`config.mk`:
```
export PLATFORM = sky130hd
export DESIGN_NAME = resr_regs
export DESIGN_NICKNAME = d
export VERILOG_FILES = /design/src/resr_pkg.sv /design/src/resr_regs.sv
export SDC_FILE = /design/constraint.sdc
export NUM_CORES = 1
export LEC_CHECK = 0
export BUFFER_PORTS_ARGS = -buffer_cell sky130_fd_sc_hd__buf_2
export CAP_MARGIN = 40
export CORE_AREA = 5 5 111 166
export DETAILED_ROUTE_END_ITERATION = 10
export DIE_AREA = 0 0 116 171
export PLACE_DENSITY = 0.4
export SETUP_SLACK_MARGIN = 0.02
export SKIP_LAST_GASP = 1
export SLEW_MARGIN = 20
export SYNTH_ARGS = -nofsm -noshare
export SYNTH_HDL_FRONTEND = slang
export SYNTH_SLANG_ARGS = --single-unit
export TNS_END_PERCENT = 10
```
`constraint.sdc`:
```
create_clock -name i_clock -period 2.57 [get_ports i_clock]
set_input_delay 0.3855 -clock i_clock [delete_from_list [all_inputs] [get_ports i_clock]]
set_output_delay 0.3855 -clock i_clock [all_outputs]
set_load 0.02 [all_outputs]
```
`src/resr_pkg.sv`:
```
// package for the regulator event and status register group
package resr_pkg;
  // ---------------------------------------------------------------
  // register offsets
  // ---------------------------------------------------------------
  localparam logic [7:0] TOP_LIVE_STATUS_OFS = 8'h1D;
  localparam logic [7:0] REG_LIVE_STATUS_OFS = 8'h1E;
  localparam logic [7:0] REG_EVENT_FLAGS_OFS = 8'h1B;
  localparam logic [7:0] REG_EVENT_MASK_OFS = 8'h22;
  // ---------------------------------------------------------------
  // field positions
  // ---------------------------------------------------------------
  localparam int EV_REG0_CURLIMIT = 0;
  localparam int EV_REG0_SHORT = 1;
  localparam int EV_REG0_POWERGOOD = 2;
  localparam int EV_REG1_CURLIMIT = 4;
  localparam int EV_REG1_SHORT = 5;
  localparam int EV_REG1_POWERGOOD = 6;
  localparam logic [7:0] EV_USED_MASK = 8'h77;
  localparam int TS_POWERGOOD = 7;
  localparam int TS_SYNC_INVALID = 4;
  localparam int TS_THERMAL_SD = 3;
  localparam int TS_THERMAL_WARN = 2;
  localparam int TS_OVERVOLT = 1;
  localparam int RS_REG1_ENABLED = 7;
  localparam int RS_REG1_INVALID = 6;
  localparam int RS_REG1_CURLIMIT = 4;
  localparam int RS_REG0_ENABLED = 3;
  localparam int RS_REG0_INVALID = 2;
  localparam int RS_REG0_CURLIMIT = 0;
  // ---------------------------------------------------------------
  // reset values and timing
  // ---------------------------------------------------------------
  localparam logic [7:0] EVENT_FLAGS_RST = 8'h00;
  localparam logic [7:0] EVENT_MASK_RST = 8'h00;
  localparam int CLOCK_HZ = 25_000_000;
  localparam int SHORT_TIME_US = 1000;
  localparam int SHORT_CYCLES = (CLOCK_HZ / 1_000_000) * SHORT_TIME_US + 1;
  localparam int SYNC_STAGES = 3;

  // per-regulator raw inputs
  typedef struct packed {
    logic enabled;
    logic output_invalid;
    logic curlimit;
    logic below_short;
    logic powergood_event;
  } resr_reg_in_s;

  // device-level raw inputs
  typedef struct packed {
    logic power_good_pin;
    logic sync_invalid;
    logic thermal_sd;
    logic thermal_warn;
    logic overvolt;
  } resr_top_in_s;
endpackage

```
`src/resr_regs.sv`:
```
// regulator event flags, live status registers and event summary
`timescale 1ns/1ns
`default_nettype none

// Functional notes
// - reg1 power-good event latches bit 6; only a written 1 clears it.
// - reg1 output below short threshold over 1 ms latches bit 5; W1C.
// - reg1 current limiting active latches bit 4; W1C.
// - reg0 power-good event latches bit 2; only a written 1 clears it.
// - reg0 output below short threshold over 1 ms latches bit 1; W1C.
// - reg0 current limiting active latches bit 0; W1C.
// - top status bit 7 follows power-good pin live.
// - top status bit 4 reads 1 while external sync clock is invalid.
// - top status bit 3 reads 1 while above thermal shutdown.
// - top status bit 2 reads 1 while above thermal warning.
// - top status bit 1 reads 1 while input overvoltage present.
// - regulator status bit 7 reads reg1 enabled.
// - regulator status bit 6 reads reg1 output invalid, unlatched.
// - regulator status bit 4 reads reg1 current limit, unlatched.
// - regulator status bit 3 reads reg0 enabled.
// - regulator status bit 2 reads reg0 output invalid, unlatched.
// - regulator status bit 0 reads reg0 current limit, unlatched.
// - summary flag is set while any event bit set, clears at zero.
// - mask 0 lets event reach interrupt, 1 suppresses; status unchanged.
module resr_regs (
  // clock and reset
  input wire logic i_clock,
  input wire logic i_sys_rst,
  // raw monitor inputs from the analog side
  input wire resr_pkg::resr_reg_in_s i_reg0,
  input wire resr_pkg::resr_reg_in_s i_reg1,
  input wire resr_pkg::resr_top_in_s i_top,
  // register access port
  input wire logic i_wr_en,
  input wire logic i_rd_en,
  input wire logic [7:0] i_addr,
  input wire logic [7:0] i_wdata,
  output logic [7:0] o_rdata,
  // summary and interrupt
  output logic o_event_summary,
  output logic o_irq
);

  // ---------------------------------------------------------------
  // input synchronisers
  // ---------------------------------------------------------------
  localparam int NIN = 15;
  logic [NIN-1:0] raw_in;
  logic [NIN-1:0] sync1_r;
  logic [NIN-1:0] sync2_r;
  logic [NIN-1:0] sync3_r;
  logic [NIN-1:0] clean_r;
  assign raw_in = {i_reg1, i_reg0, i_top};

  always_ff @(posedge i_clock) begin
    if (i_sys_rst) begin
      sync1_r <= '0;
      sync2_r <= '0;
      sync3_r <= '0;
    end else begin
      sync1_r <= raw_in;
      sync2_r <= sync1_r;
      sync3_r <= sync2_r;
    end
  end

  // a change is taken once the second and third stages agree
  genvar gi;
  generate
    for (gi = 0; gi < NIN; gi++) begin : g_filt
      always_ff @(posedge i_clock) begin
        if (i_sys_rst) begin
          clean_r[gi] <= 1'b0;
        end else if (sync2_r[gi] == sync3_r[gi]) begin
          clean_r[gi] <= sync3_r[gi];
        end
      end
    end
  endgenerate

  resr_pkg::resr_top_in_s top_c;
  resr_pkg::resr_reg_in_s reg0_c;
  resr_pkg::resr_reg_in_s reg1_c;
  assign {reg1_c, reg0_c, top_c} = clean_r;

  // ---------------------------------------------------------------
  // short-circuit duration timers
  // ---------------------------------------------------------------
  localparam int SCW = $clog2(resr_pkg::SHORT_CYCLES + 1);
  localparam logic [SCW-1:0] SC_LIMIT = SCW'(resr_pkg::SHORT_CYCLES);
  logic [SCW-1:0] sc_cnt_r [2];
  logic [1:0] short_hit;
  logic [1:0] below;
  assign below = {reg1_c.below_short, reg0_c.below_short};

  generate
    for (gi = 0; gi < 2; gi++) begin : g_sc
      // counts while below threshold, saturates past 1 ms
      always_ff @(posedge i_clock) begin
        if (i_sys_rst || !below[gi]) begin
          sc_cnt_r[gi] <= '0;
        end else if (sc_cnt_r[gi] != SC_LIMIT) begin
          sc_cnt_r[gi] <= sc_cnt_r[gi] + SCW'(1);
        end
      end
      assign short_hit[gi] = (sc_cnt_r[gi] == SC_LIMIT);
    end
  endgenerate

  // ---------------------------------------------------------------
  // event flags and mask
  // ---------------------------------------------------------------
  logic [7:0] ev_flags_r;
  logic [7:0] ev_mask_r;
  logic [7:0] ev_set;
  logic [7:0] ev_clr;
  logic wr_flags;
  logic wr_mask;

  assign wr_flags = i_wr_en && (i_addr == resr_pkg::REG_EVENT_FLAGS_OFS);
  assign wr_mask = i_wr_en && (i_addr == resr_pkg::REG_EVENT_MASK_OFS);

  always_comb begin
    ev_set = 8'h00;
    ev_set[resr_pkg::EV_REG1_POWERGOOD] = reg1_c.powergood_event;
    ev_set[resr_pkg::EV_REG1_SHORT] = short_hit[1];
    ev_set[resr_pkg::EV_REG1_CURLIMIT] = reg1_c.curlimit;
    ev_set[resr_pkg::EV_REG0_POWERGOOD] = reg0_c.powergood_event;
    ev_set[resr_pkg::EV_REG0_SHORT] = short_hit[0];
    ev_set[resr_pkg::EV_REG0_CURLIMIT] = reg0_c.curlimit;
  end

  // writing 1 clears, writing 0 leaves the bit alone
  assign ev_clr = wr_flags ? i_wdata : 8'h00;

  always_ff @(posedge i_clock) begin
    if (i_sys_rst) begin
      ev_flags_r <= resr_pkg::EVENT_FLAGS_RST;
    end else begin
      // set wins over clear; reserved bits stay zero
      ev_flags_r <= ((ev_flags_r & ~ev_clr) | ev_set) & resr_pkg::EV_USED_MASK;
    end
  end

  always_ff @(posedge i_clock) begin
    if (i_sys_rst) begin
      ev_mask_r <= resr_pkg::EVENT_MASK_RST;
    end else if (wr_mask) begin
      ev_mask_r <= i_wdata & resr_pkg::EV_USED_MASK;
    end
  end

  assign o_event_summary = |ev_flags_r;
  assign o_irq = |(ev_flags_r & ~ev_mask_r);

  // ---------------------------------------------------------------
  // live status and read mux
  // ---------------------------------------------------------------
  logic [7:0] top_stat;
  logic [7:0] reg_stat;

  always_comb begin
    top_stat = 8'h00;
    top_stat[resr_pkg::TS_POWERGOOD] = top_c.power_good_pin;
    top_stat[resr_pkg::TS_SYNC_INVALID] = top_c.sync_invalid;
    top_stat[resr_pkg::TS_THERMAL_SD] = top_c.thermal_sd;
    top_stat[resr_pkg::TS_THERMAL_WARN] = top_c.thermal_warn;
    top_stat[resr_pkg::TS_OVERVOLT] = top_c.overvolt;
    reg_stat = 8'h00;
    reg_stat[resr_pkg::RS_REG1_ENABLED] = reg1_c.enabled;
    reg_stat[resr_pkg::RS_REG1_INVALID] = reg1_c.output_invalid;
    reg_stat[resr_pkg::RS_REG1_CURLIMIT] = reg1_c.curlimit;
    reg_stat[resr_pkg::RS_REG0_ENABLED] = reg0_c.enabled;
    reg_stat[resr_pkg::RS_REG0_INVALID] = reg0_c.output_invalid;
    reg_stat[resr_pkg::RS_REG0_CURLIMIT] = reg0_c.curlimit;
  end

  always_ff @(posedge i_clock) begin
    if (i_sys_rst) begin
      o_rdata <= 8'h00;
    end else if (i_rd_en) begin
      unique case (i_addr)
        resr_pkg::TOP_LIVE_STATUS_OFS: o_rdata <= top_stat;
        resr_pkg::REG_LIVE_STATUS_OFS: o_rdata <= reg_stat;
        resr_pkg::REG_EVENT_FLAGS_OFS: o_rdata <= ev_flags_r;
        resr_pkg::REG_EVENT_MASK_OFS: o_rdata <= ev_mask_r;
        default: o_rdata <= 8'h00;
      endcase
    end
  end

  // ---------------------------------------------------------------
  // assertion helpers
  // ---------------------------------------------------------------
  // cycles each filtered short input has stayed high, counted apart
  // from the timers so the timing checks do not lean on them
  localparam logic [15:0] RUN_MIN = 16'(resr_pkg::SHORT_CYCLES);
  logic [15:0] below_run_r [2];

  generate
    for (gi = 0; gi < 2; gi++) begin : g_run
      always_ff @(posedge i_clock) begin
        if (i_sys_rst || !below[gi]) begin
          below_run_r[gi] <= 16'h0000;
        end else if (below_run_r[gi] != 16'hFFFF) begin
          below_run_r[gi] <= below_run_r[gi] + 16'h0001;
        end
      end
    end
  endgenerate
endmodule // resr_regs

`default_nettype wire
```
==> summary.txt, run 1 <==
Logic synthesis
  – Compound-Gate Fraction of Synth Area: 0.0897
  – Syn nets: 470
  – Top-count cell post-synth: dfxtp_1
  – Synth Cell Area: 4450 µm²
  – Synth Area in Simple Gates: 0.247
  – Post-synth top flop: dfxtp_1
  – Synth cell count leaders: dfxtp_1, nor2b_1, nor2_1
  – Synth Register Bits: 110
  – Mapped Cells: 431
  – Adder-Cell Fraction of Synth Area: 0.0112
  – EDFF count, synth: 30
  – Area fraction of the dominant cell type after synthesis: 0.360
  – YS warnings: 0
  – Area contributors post-synth: dfxtp_1, edfxtp_1, nor2b_1
  – Main combinational cell family by area after synthesis: simple AND/OR/NAND/NOR gates
  – Fraction of registers with async set/reset: 0
  – Largest area contributor in the netlist: dfxtp_1
  – XOR/XNOR Fraction of Synth Area: 0.0472
  – Unique masters post-synth: 44
  – Synthesized area per cell: 10.3 µm²
  – Sequential area share after synthesis: 0.562
  – Mux contribution to synthesized area: 0.0135

STA
  – Clk_skew: 0.0109 ns
  – Fmax achieved: 0.456 GHz
  – Least-Margin Pin Slew: 0.599 ns
  – Max Transition Viols Final: 0
  – Final Setup Violations: 0
  – Slew HR: 0.595
  – Hold Fails Final Rpt: 0
  – Tcrit/Tclk final: 0.854
  – Min cycle time layout: 2.19 ns
  – RSZ-0062 raised after global routing: false
  – TNS Setup: 0 ns
  – Final WS setup: 0.376 ns

Worst setup path
  – Crit path max fanout: 15
  – Crit path from: sc_cnt_r[1][1]
  – Worst setup path endpoint: sc_cnt_r[1][4]
  – Worst flop-to-flop path endpoint: sc_cnt_r[1][4]
  – Critical path class: reg2reg
  – Reg2Reg Setup Slack: 0.38 ns
  – WP data arrival: 2.30 ns
  – Startpoint types: flip-flop
  – Reg2reg start: sc_cnt_r[1][1]
  – CP Data Required Time: 2.67 ns
  – Crit. End Element: flip-flop
  – Worst reg2reg path depth: 7

Global routing
  – Total grt overflow: 0
  – Gr usage total: 0.100
  – Antenna violations before repair: 0
  – Global-route wire length before repair: 15500 µm
  – Largest net degree at the start of global routing: 35
  – Number of global-route vias before repair: 3149

Layout
  – Multi-input gate area: 1820 µm²
  – Area delta synth->final: 16.6%
  – Fin nets: 513
  – Non-filler instance count after layout: 692
  – ANT cells: 0
  – Register area: 2500 µm²
  – Share of layout cells above drive strength 1: 0.148
  – Layout fillers: 1790

Clocking
  – Post-CTS repair timing setup buffer count: 0
  – CTS resizes: 0
  – Root buf cell: clkbuf_16
  – Clock Sinks: 110
  – TritonCTS clock tree: done
  – Deepest clock path buffer count: 2
  – Worst-path clk slew: 0.08 ns
  – # hold bufs at CTS: 0
  – Clk_lat worst skew: 0.36 ns
  – Num CTS Buffers: 9
  – H-tree Lvls: 3

Floorplanning
  – Row count: 59
  – Die width: 116 µm
  – I/O pin count: 45
  – Die area: 19800 µm²
  – Die Y-Extent: 171 µm
  – Core area: 17000 µm²
  – Initial core utilization: 0.262

Placement
  – Placed Cells: 676
  – Buffers on Ports: 42
  – Pre-CTS WS: 0.335 ns
  – Post-DP HPWL: 6900 µm
  – GPL Wtd Cong: 0.776

Pwr
  – Leakage: 1.84 nW
  – PwrDens: 630 nW/µm²
  – VDD IR max: 0.264 mV

Route
  – Initial DRC count: 121
  – Antenna viol nets, final: 0
  – Post-route DRC: 0
  – Vias per inst: 4.54
  – Drt total wl: 9530 µm
  – Drt first pass iters: 4
  – DR vias: 3143
  – Wirelength per Cell: 13.8 µm

Flow run
  – Maxcap violations: 0

Outcome
  – Outcome: completed

Min path
  – Min-delay worst type: in2reg
  – HP Start: i_reg1[3]
registers in the layout (all words and copies together), names as in the netlist:
signal,flops
sync1_r,15
sync3_r,15
below,2
sync2_r,15
ev_flags_r,6
ev_mask_r,6
clean_r,13
sc_cnt_r,30
o_rdata,8
how the worst min path moves through the flow:
stage          depth (start not counted)  slack, ns          end
4_1_cts                                2       0.22  sync1_r[13]
2_1_floorplan                          1       0.41   sync2_r[0]
3_3_place_gp                           1       0.42   sync2_r[2]
3_5_place_dp                           1       0.43  sync2_r[14]
5_1_grt                                2       0.22  sync1_r[13]
6_report                               2       0.24  sync1_r[13]
stage by stage:
| stage | power [mW] | hold WS [ns] | util | instance area, µm² |
|---|---|---|---|---|
| floorplan | 1.90 | 0.414 | - | 4450 |
| global placement | 1.95 | 0.420 | 0.289 | 4900 |
| detailed placement | 1.96 | 0.426 | 0.289 | 4900 |
| CTS | 3.32 | 0.224 | 0.306 | 5190 |
| global route | 3.41 | 0.222 | 0.306 | 5190 |
| finish | 3.27 | 0.235 | 0.306 | 5190 |
power breakdown:
part / leakage [nW] / switching (mW) / internal (mW)
registers: 1.02 / 0.0102 / 1.80
logic: 0.673 / 0.0586 / 0.0455
clock network: 0.141 / 0.678 / 0.681
logic make-up (layout without fill, tap and decap cells):
group                      Yosys count  after routing
and+or+nand+nor                    193            193
DFF                                110            110
AOI/OAI and AO/OA                   66             66
buffers and inverters               28             76
xor gates and xnor gates            24             24
muxes                                6              6
adders and majority gates            4              4
layout make-up:
type                       instances  share of cell area
multi-input combinational        293               0.352
clock buffer                       9              0.0434
inverter                          10             0.00723
timing repair buffer              50              0.0521
sequential                       110               0.482
tap                              213              0.0514
clock inverter                     7              0.0121
cells in the final DEF (no fill, tap or decap), types with 5 or more instances in the layout:
master,Yosys,final
xnor2_1,15,15
nand2_1,24,24
inv_1,10,10
buf_4,1,8
dfxtp_1,80,80
edfxtp_1,30,30
nor3_1,5,5
a21oi_1,28,28
nor2_1,45,45
nand3_1,23,23
mux2i_1,6,6
buf_2,2,42
nor2b_1,47,47
o21ai_0,18,18
nand4_1,13,13
a22o_1,10,10
xor2_1,9,9
clkbuf_16,0,9
worst max-delay path, stage by stage, from the launching register on:
cell      delay, ns
edfxtp_1       0.43
inv_1          0.08
ha_1           0.13
or4b_1         0.44
nor4_2         0.43
or3b_1         0.17
buf_4          0.20
nor2_1         0.07
layer usage:
layer | up-vias | global-route usage | share of wire
met4 | 0 | 0.0550 | 0.027
met3 | 15 | 0.0198 | 0.031
met5 | - | 0 | 0
met1 | 1480 | 0.116 | 0.43
met2 | 45 | 0.172 | 0.51
li1 | 1603 | - | -
No activity file was read; power rests on OpenSTA's default activity.
==> inputs of run 2 (changes only) <==
--- a/config.mk
+++ b/config.mk
@@ -8,6 +8,7 @@
 export BUFFER_PORTS_ARGS = -buffer_cell sky130_fd_sc_hd__buf_2
 export CAP_MARGIN = 40
 export CORE_AREA = 5 5 111 166
+export CTS_BUF_LIST = sky130_fd_sc_hd__clkbuf_4 sky130_fd_sc_hd__clkbuf_8
 export DETAILED_ROUTE_END_ITERATION = 10
 export DIE_AREA = 0 0 116 171
 export PLACE_DENSITY = 0.4
==> run 2 against run 1 <==
Compared with the run above:
- sequential power is essentially flat
- clock power shrank 26%
- largest cell class unchanged
- first-iteration DRC count grew 0.83%
- register-to-register slack is essentially flat
- via count grew 0.25%
- sequential share of layout area grew 0.96 points
- wire length shrank 0.18%
- global-route usage shrank 0.051 points
- final cell count is the same
- setup slack lost 0.0026 ns
- hold slack lost 0.038 ns
==> summary.txt, run 2 (synthesis results as in run 1) <==
Layout
  – Multi-input gate area: 1820 µm² (unchanged)
  – Area delta synth->final: 14.3%
  – Fin nets: 513 (unchanged)
  – Max reg flops: 30 (unchanged)
  – Top reg by flops: sc_cnt_r
  – Share of layout cells above drive strength 1: 0.148 (unchanged)
  – Register area: 2500 µm² (unchanged)
  – Layout fillers: 1800 (+0.56%)
  – Commonest cells after routing, fill and taps aside: dfxtp_1, nor2b_1, nor2_1
  – ANT cells: 0 (unchanged)
  – Commonest non-fill, non-tap cell in the layout: dfxtp_1

Min path
  – HP Start: i_reg1[3]
  – Min-delay worst type: in2reg

Route
  – Drt total wl: 9510 µm (-0.18%)
  – Drt first pass iters: 4 (unchanged)
  – DR vias: 3151 (+0.25%)
  – Wirelength per Cell: 13.7 µm (-0.18%)
  – Antenna viol nets, final: 0 (unchanged)
  – Vias per inst: 4.55 (+0.25%)
  – Post-route DRC: 0 (unchanged)
  – Initial DRC count: 122 (+0.83%)

Floorplanning
  – I/O pin count: 45 (unchanged)
  – Die area: 19800 µm² (unchanged)
  – Die Y-Extent: 171 µm (unchanged)
  – Row count: 59 (unchanged)
  – Core area: 17000 µm² (unchanged)
  – Die width: 116 µm (unchanged)
  – Initial core utilization: 0.262 (unchanged)

Pwr
  – VDD IR max: 0.274 mV (+3.9%)
  – PwrDens: 575 nW/µm² (-8.8%)
  – Total power: 2.93 mW (-11%)
  – Sequential share of power: 0.618 (+0.066)
  – Switching share of power: 0.241 (+0.0131)
  – Internal power: 2.22 mW (-12%)
  – Net Sw Power: 706 µW (-5.4%)
  – Logic pwr share: 0.036 (+0.004)
  – Leakage: 1.79 nW (-2.5%)
  – Clock network fraction of total power: 0.346 (-0.070)

Clocking
  – Deepest clock path buffer count: 2 (unchanged)
  – TritonCTS clock tree: done
  – Worst-path clk slew: 0.12 ns (+0.04 ns)
  – Root buf cell: clkbuf_8
  – # hold bufs at CTS: 0 (unchanged)
  – Clk_lat worst skew: 0.39 ns (+0.03 ns)
  – Post-CTS repair timing setup buffer count: 0 (unchanged)
  – H-tree Lvls: 3 (unchanged)
  – Num CTS Buffers: 9 (unchanged)
  – CTS resizes: 0 (unchanged)
  – Clock Sinks: 110 (unchanged)

Placement
  – GPL Wtd Cong: 0.776 (unchanged)
  – Buffers on Ports: 42 (unchanged)
  – Post-DP HPWL: 6900 µm (unchanged)

Global routing
  – Largest net degree at the start of global routing: 35 (unchanged)
  – Gr usage total: 0.0999 (-0.000509)
  – Number of global-route vias before repair: 3141 (-0.25%)
  – Total grt overflow: 0 (unchanged)
  – Global-route wire length before repair: 15400 µm (-0.40%)
  – Antenna violations before repair: 0 (unchanged)

STA
  – Max Transition Viols Final: 0 (unchanged)
  – TNS Setup: 0 ns (unchanged)
  – Final Setup Violations: 0 (unchanged)
  – Hold Fails Final Rpt: 0 (unchanged)
  – Clk_skew: 0.0161 ns (+0.00513 ns)
  – Slew HR: 0.596 (+0.000808)
  – RSZ-0062 raised after global routing: false
  – Tcrit/Tclk final: 0.855 (+0.00102)
  – Fmax achieved: 0.455 GHz (-0.12%)
  – Min cycle time layout: 2.20 ns (+0.00262 ns)
  – Least-Margin Pin Slew: 0.598 ns (-0.00120 ns)

Worst setup path
  – Worst flop-to-flop path endpoint: sc_cnt_r[1][4]
  – Critical-path top delay cell: edfxtp_1
  – WP buf/inv: 2 (unchanged)
  – Startpoint types: flip-flop
  – Critical-path cell list: inv_1, ha_1, or4b_1, nor4_2, or3b_1, buf_4, nor2_1
  – Crit. End Element: flip-flop
  – Critical path class: reg2reg
  – Max incr delay on CP: 0.44 ns (about the same)
  – Worst setup path endpoint: sc_cnt_r[1][4]
  – CP Data Required Time: 2.71 ns (+0.04 ns)
  – Worst reg2reg path depth: 7 (unchanged)
  – Crit path from: sc_cnt_r[1][1]
  – Reg2Reg Setup Slack: 0.37 ns (about the same)
  – WP data arrival: 2.34 ns (+0.04 ns)
  – Delay-heaviest family, CP: simple AND/OR/NAND/NOR gates
  – WP depth: 7 (unchanged)
  – Reg2reg start: sc_cnt_r[1][1]
  – Crit path max fanout: 15 (unchanged)

Outcome
  – Outcome: completed

Flow run
  – Maxcap violations: 0 (unchanged)
## run 2: power by group through the flow
| stage | clock, mW | sequential, mW | combinational (mW) |
|---|---|---|---|
| final | 1.01 | 1.81 | 0.104 |
| after global routing | 1.13 | 1.81 | 0.116 |
| after CTS | 1.06 | 1.81 | 0.107 |
| after detailed placement | 0 | 1.85 | 0.107 |
| after global placement | 0 | 1.85 | 0.106 |
| after floorplan | 0 | 1.84 | 0.0554 |
## run 2: how the worst min path moves through the flow
stage                              to  slack, ns  cells after the start
final                     sync1_r[13]       0.20                      2
after global routing      sync1_r[13]       0.18                      2
after CTS                 sync1_r[13]       0.18                      2
after detailed placement  sync2_r[14]       0.43                      1
after global placement     sync2_r[2]       0.42                      1
after floorplan            sync2_r[0]       0.41                      1
## run 2: area by class of cell
cell class / instances / area share
well taps: 213 / 0.0524
clock inverters: 7 / 0.0123
repair buffers: 50 / 0.0531
flip-flops and latches: 110 / 0.492
multi-input cells: 293 / 0.359
clock buffers: 9 / 0.0243
inverters: 10 / 0.00738
## run 2: stage by stage
step           utilization  hold WS [ns]  worst slack, ns  area, µm²  instances
3_5_place_dp         0.289         0.426            0.335       4900        676
2_1_floorplan            -         0.414            0.372       4450        431
6_report             0.300         0.198            0.373       5090        692
5_1_grt              0.300         0.177            0.250       5090        692
3_3_place_gp         0.289         0.420            0.358       4900        676
4_1_cts              0.300         0.175            0.331       5090        692
## run 2: layer usage
metal	GRT usage	up-vias	part of all wire
li1	-	1602	-
met2	0.172	45	0.51
met5	0	-	0
met4	0.0581	0	0.030
met3	0.0156	18	0.029
met1	0.116	1486	0.43
## run 2: worst reg2reg max path: cells and delay by family, from the launching register on
kind                       cells  cell delay, ns
and+or+nand+nor                4            1.12
DFF                            1            0.44
buffers and inverters          2            0.28
adders and majority gates      1            0.13
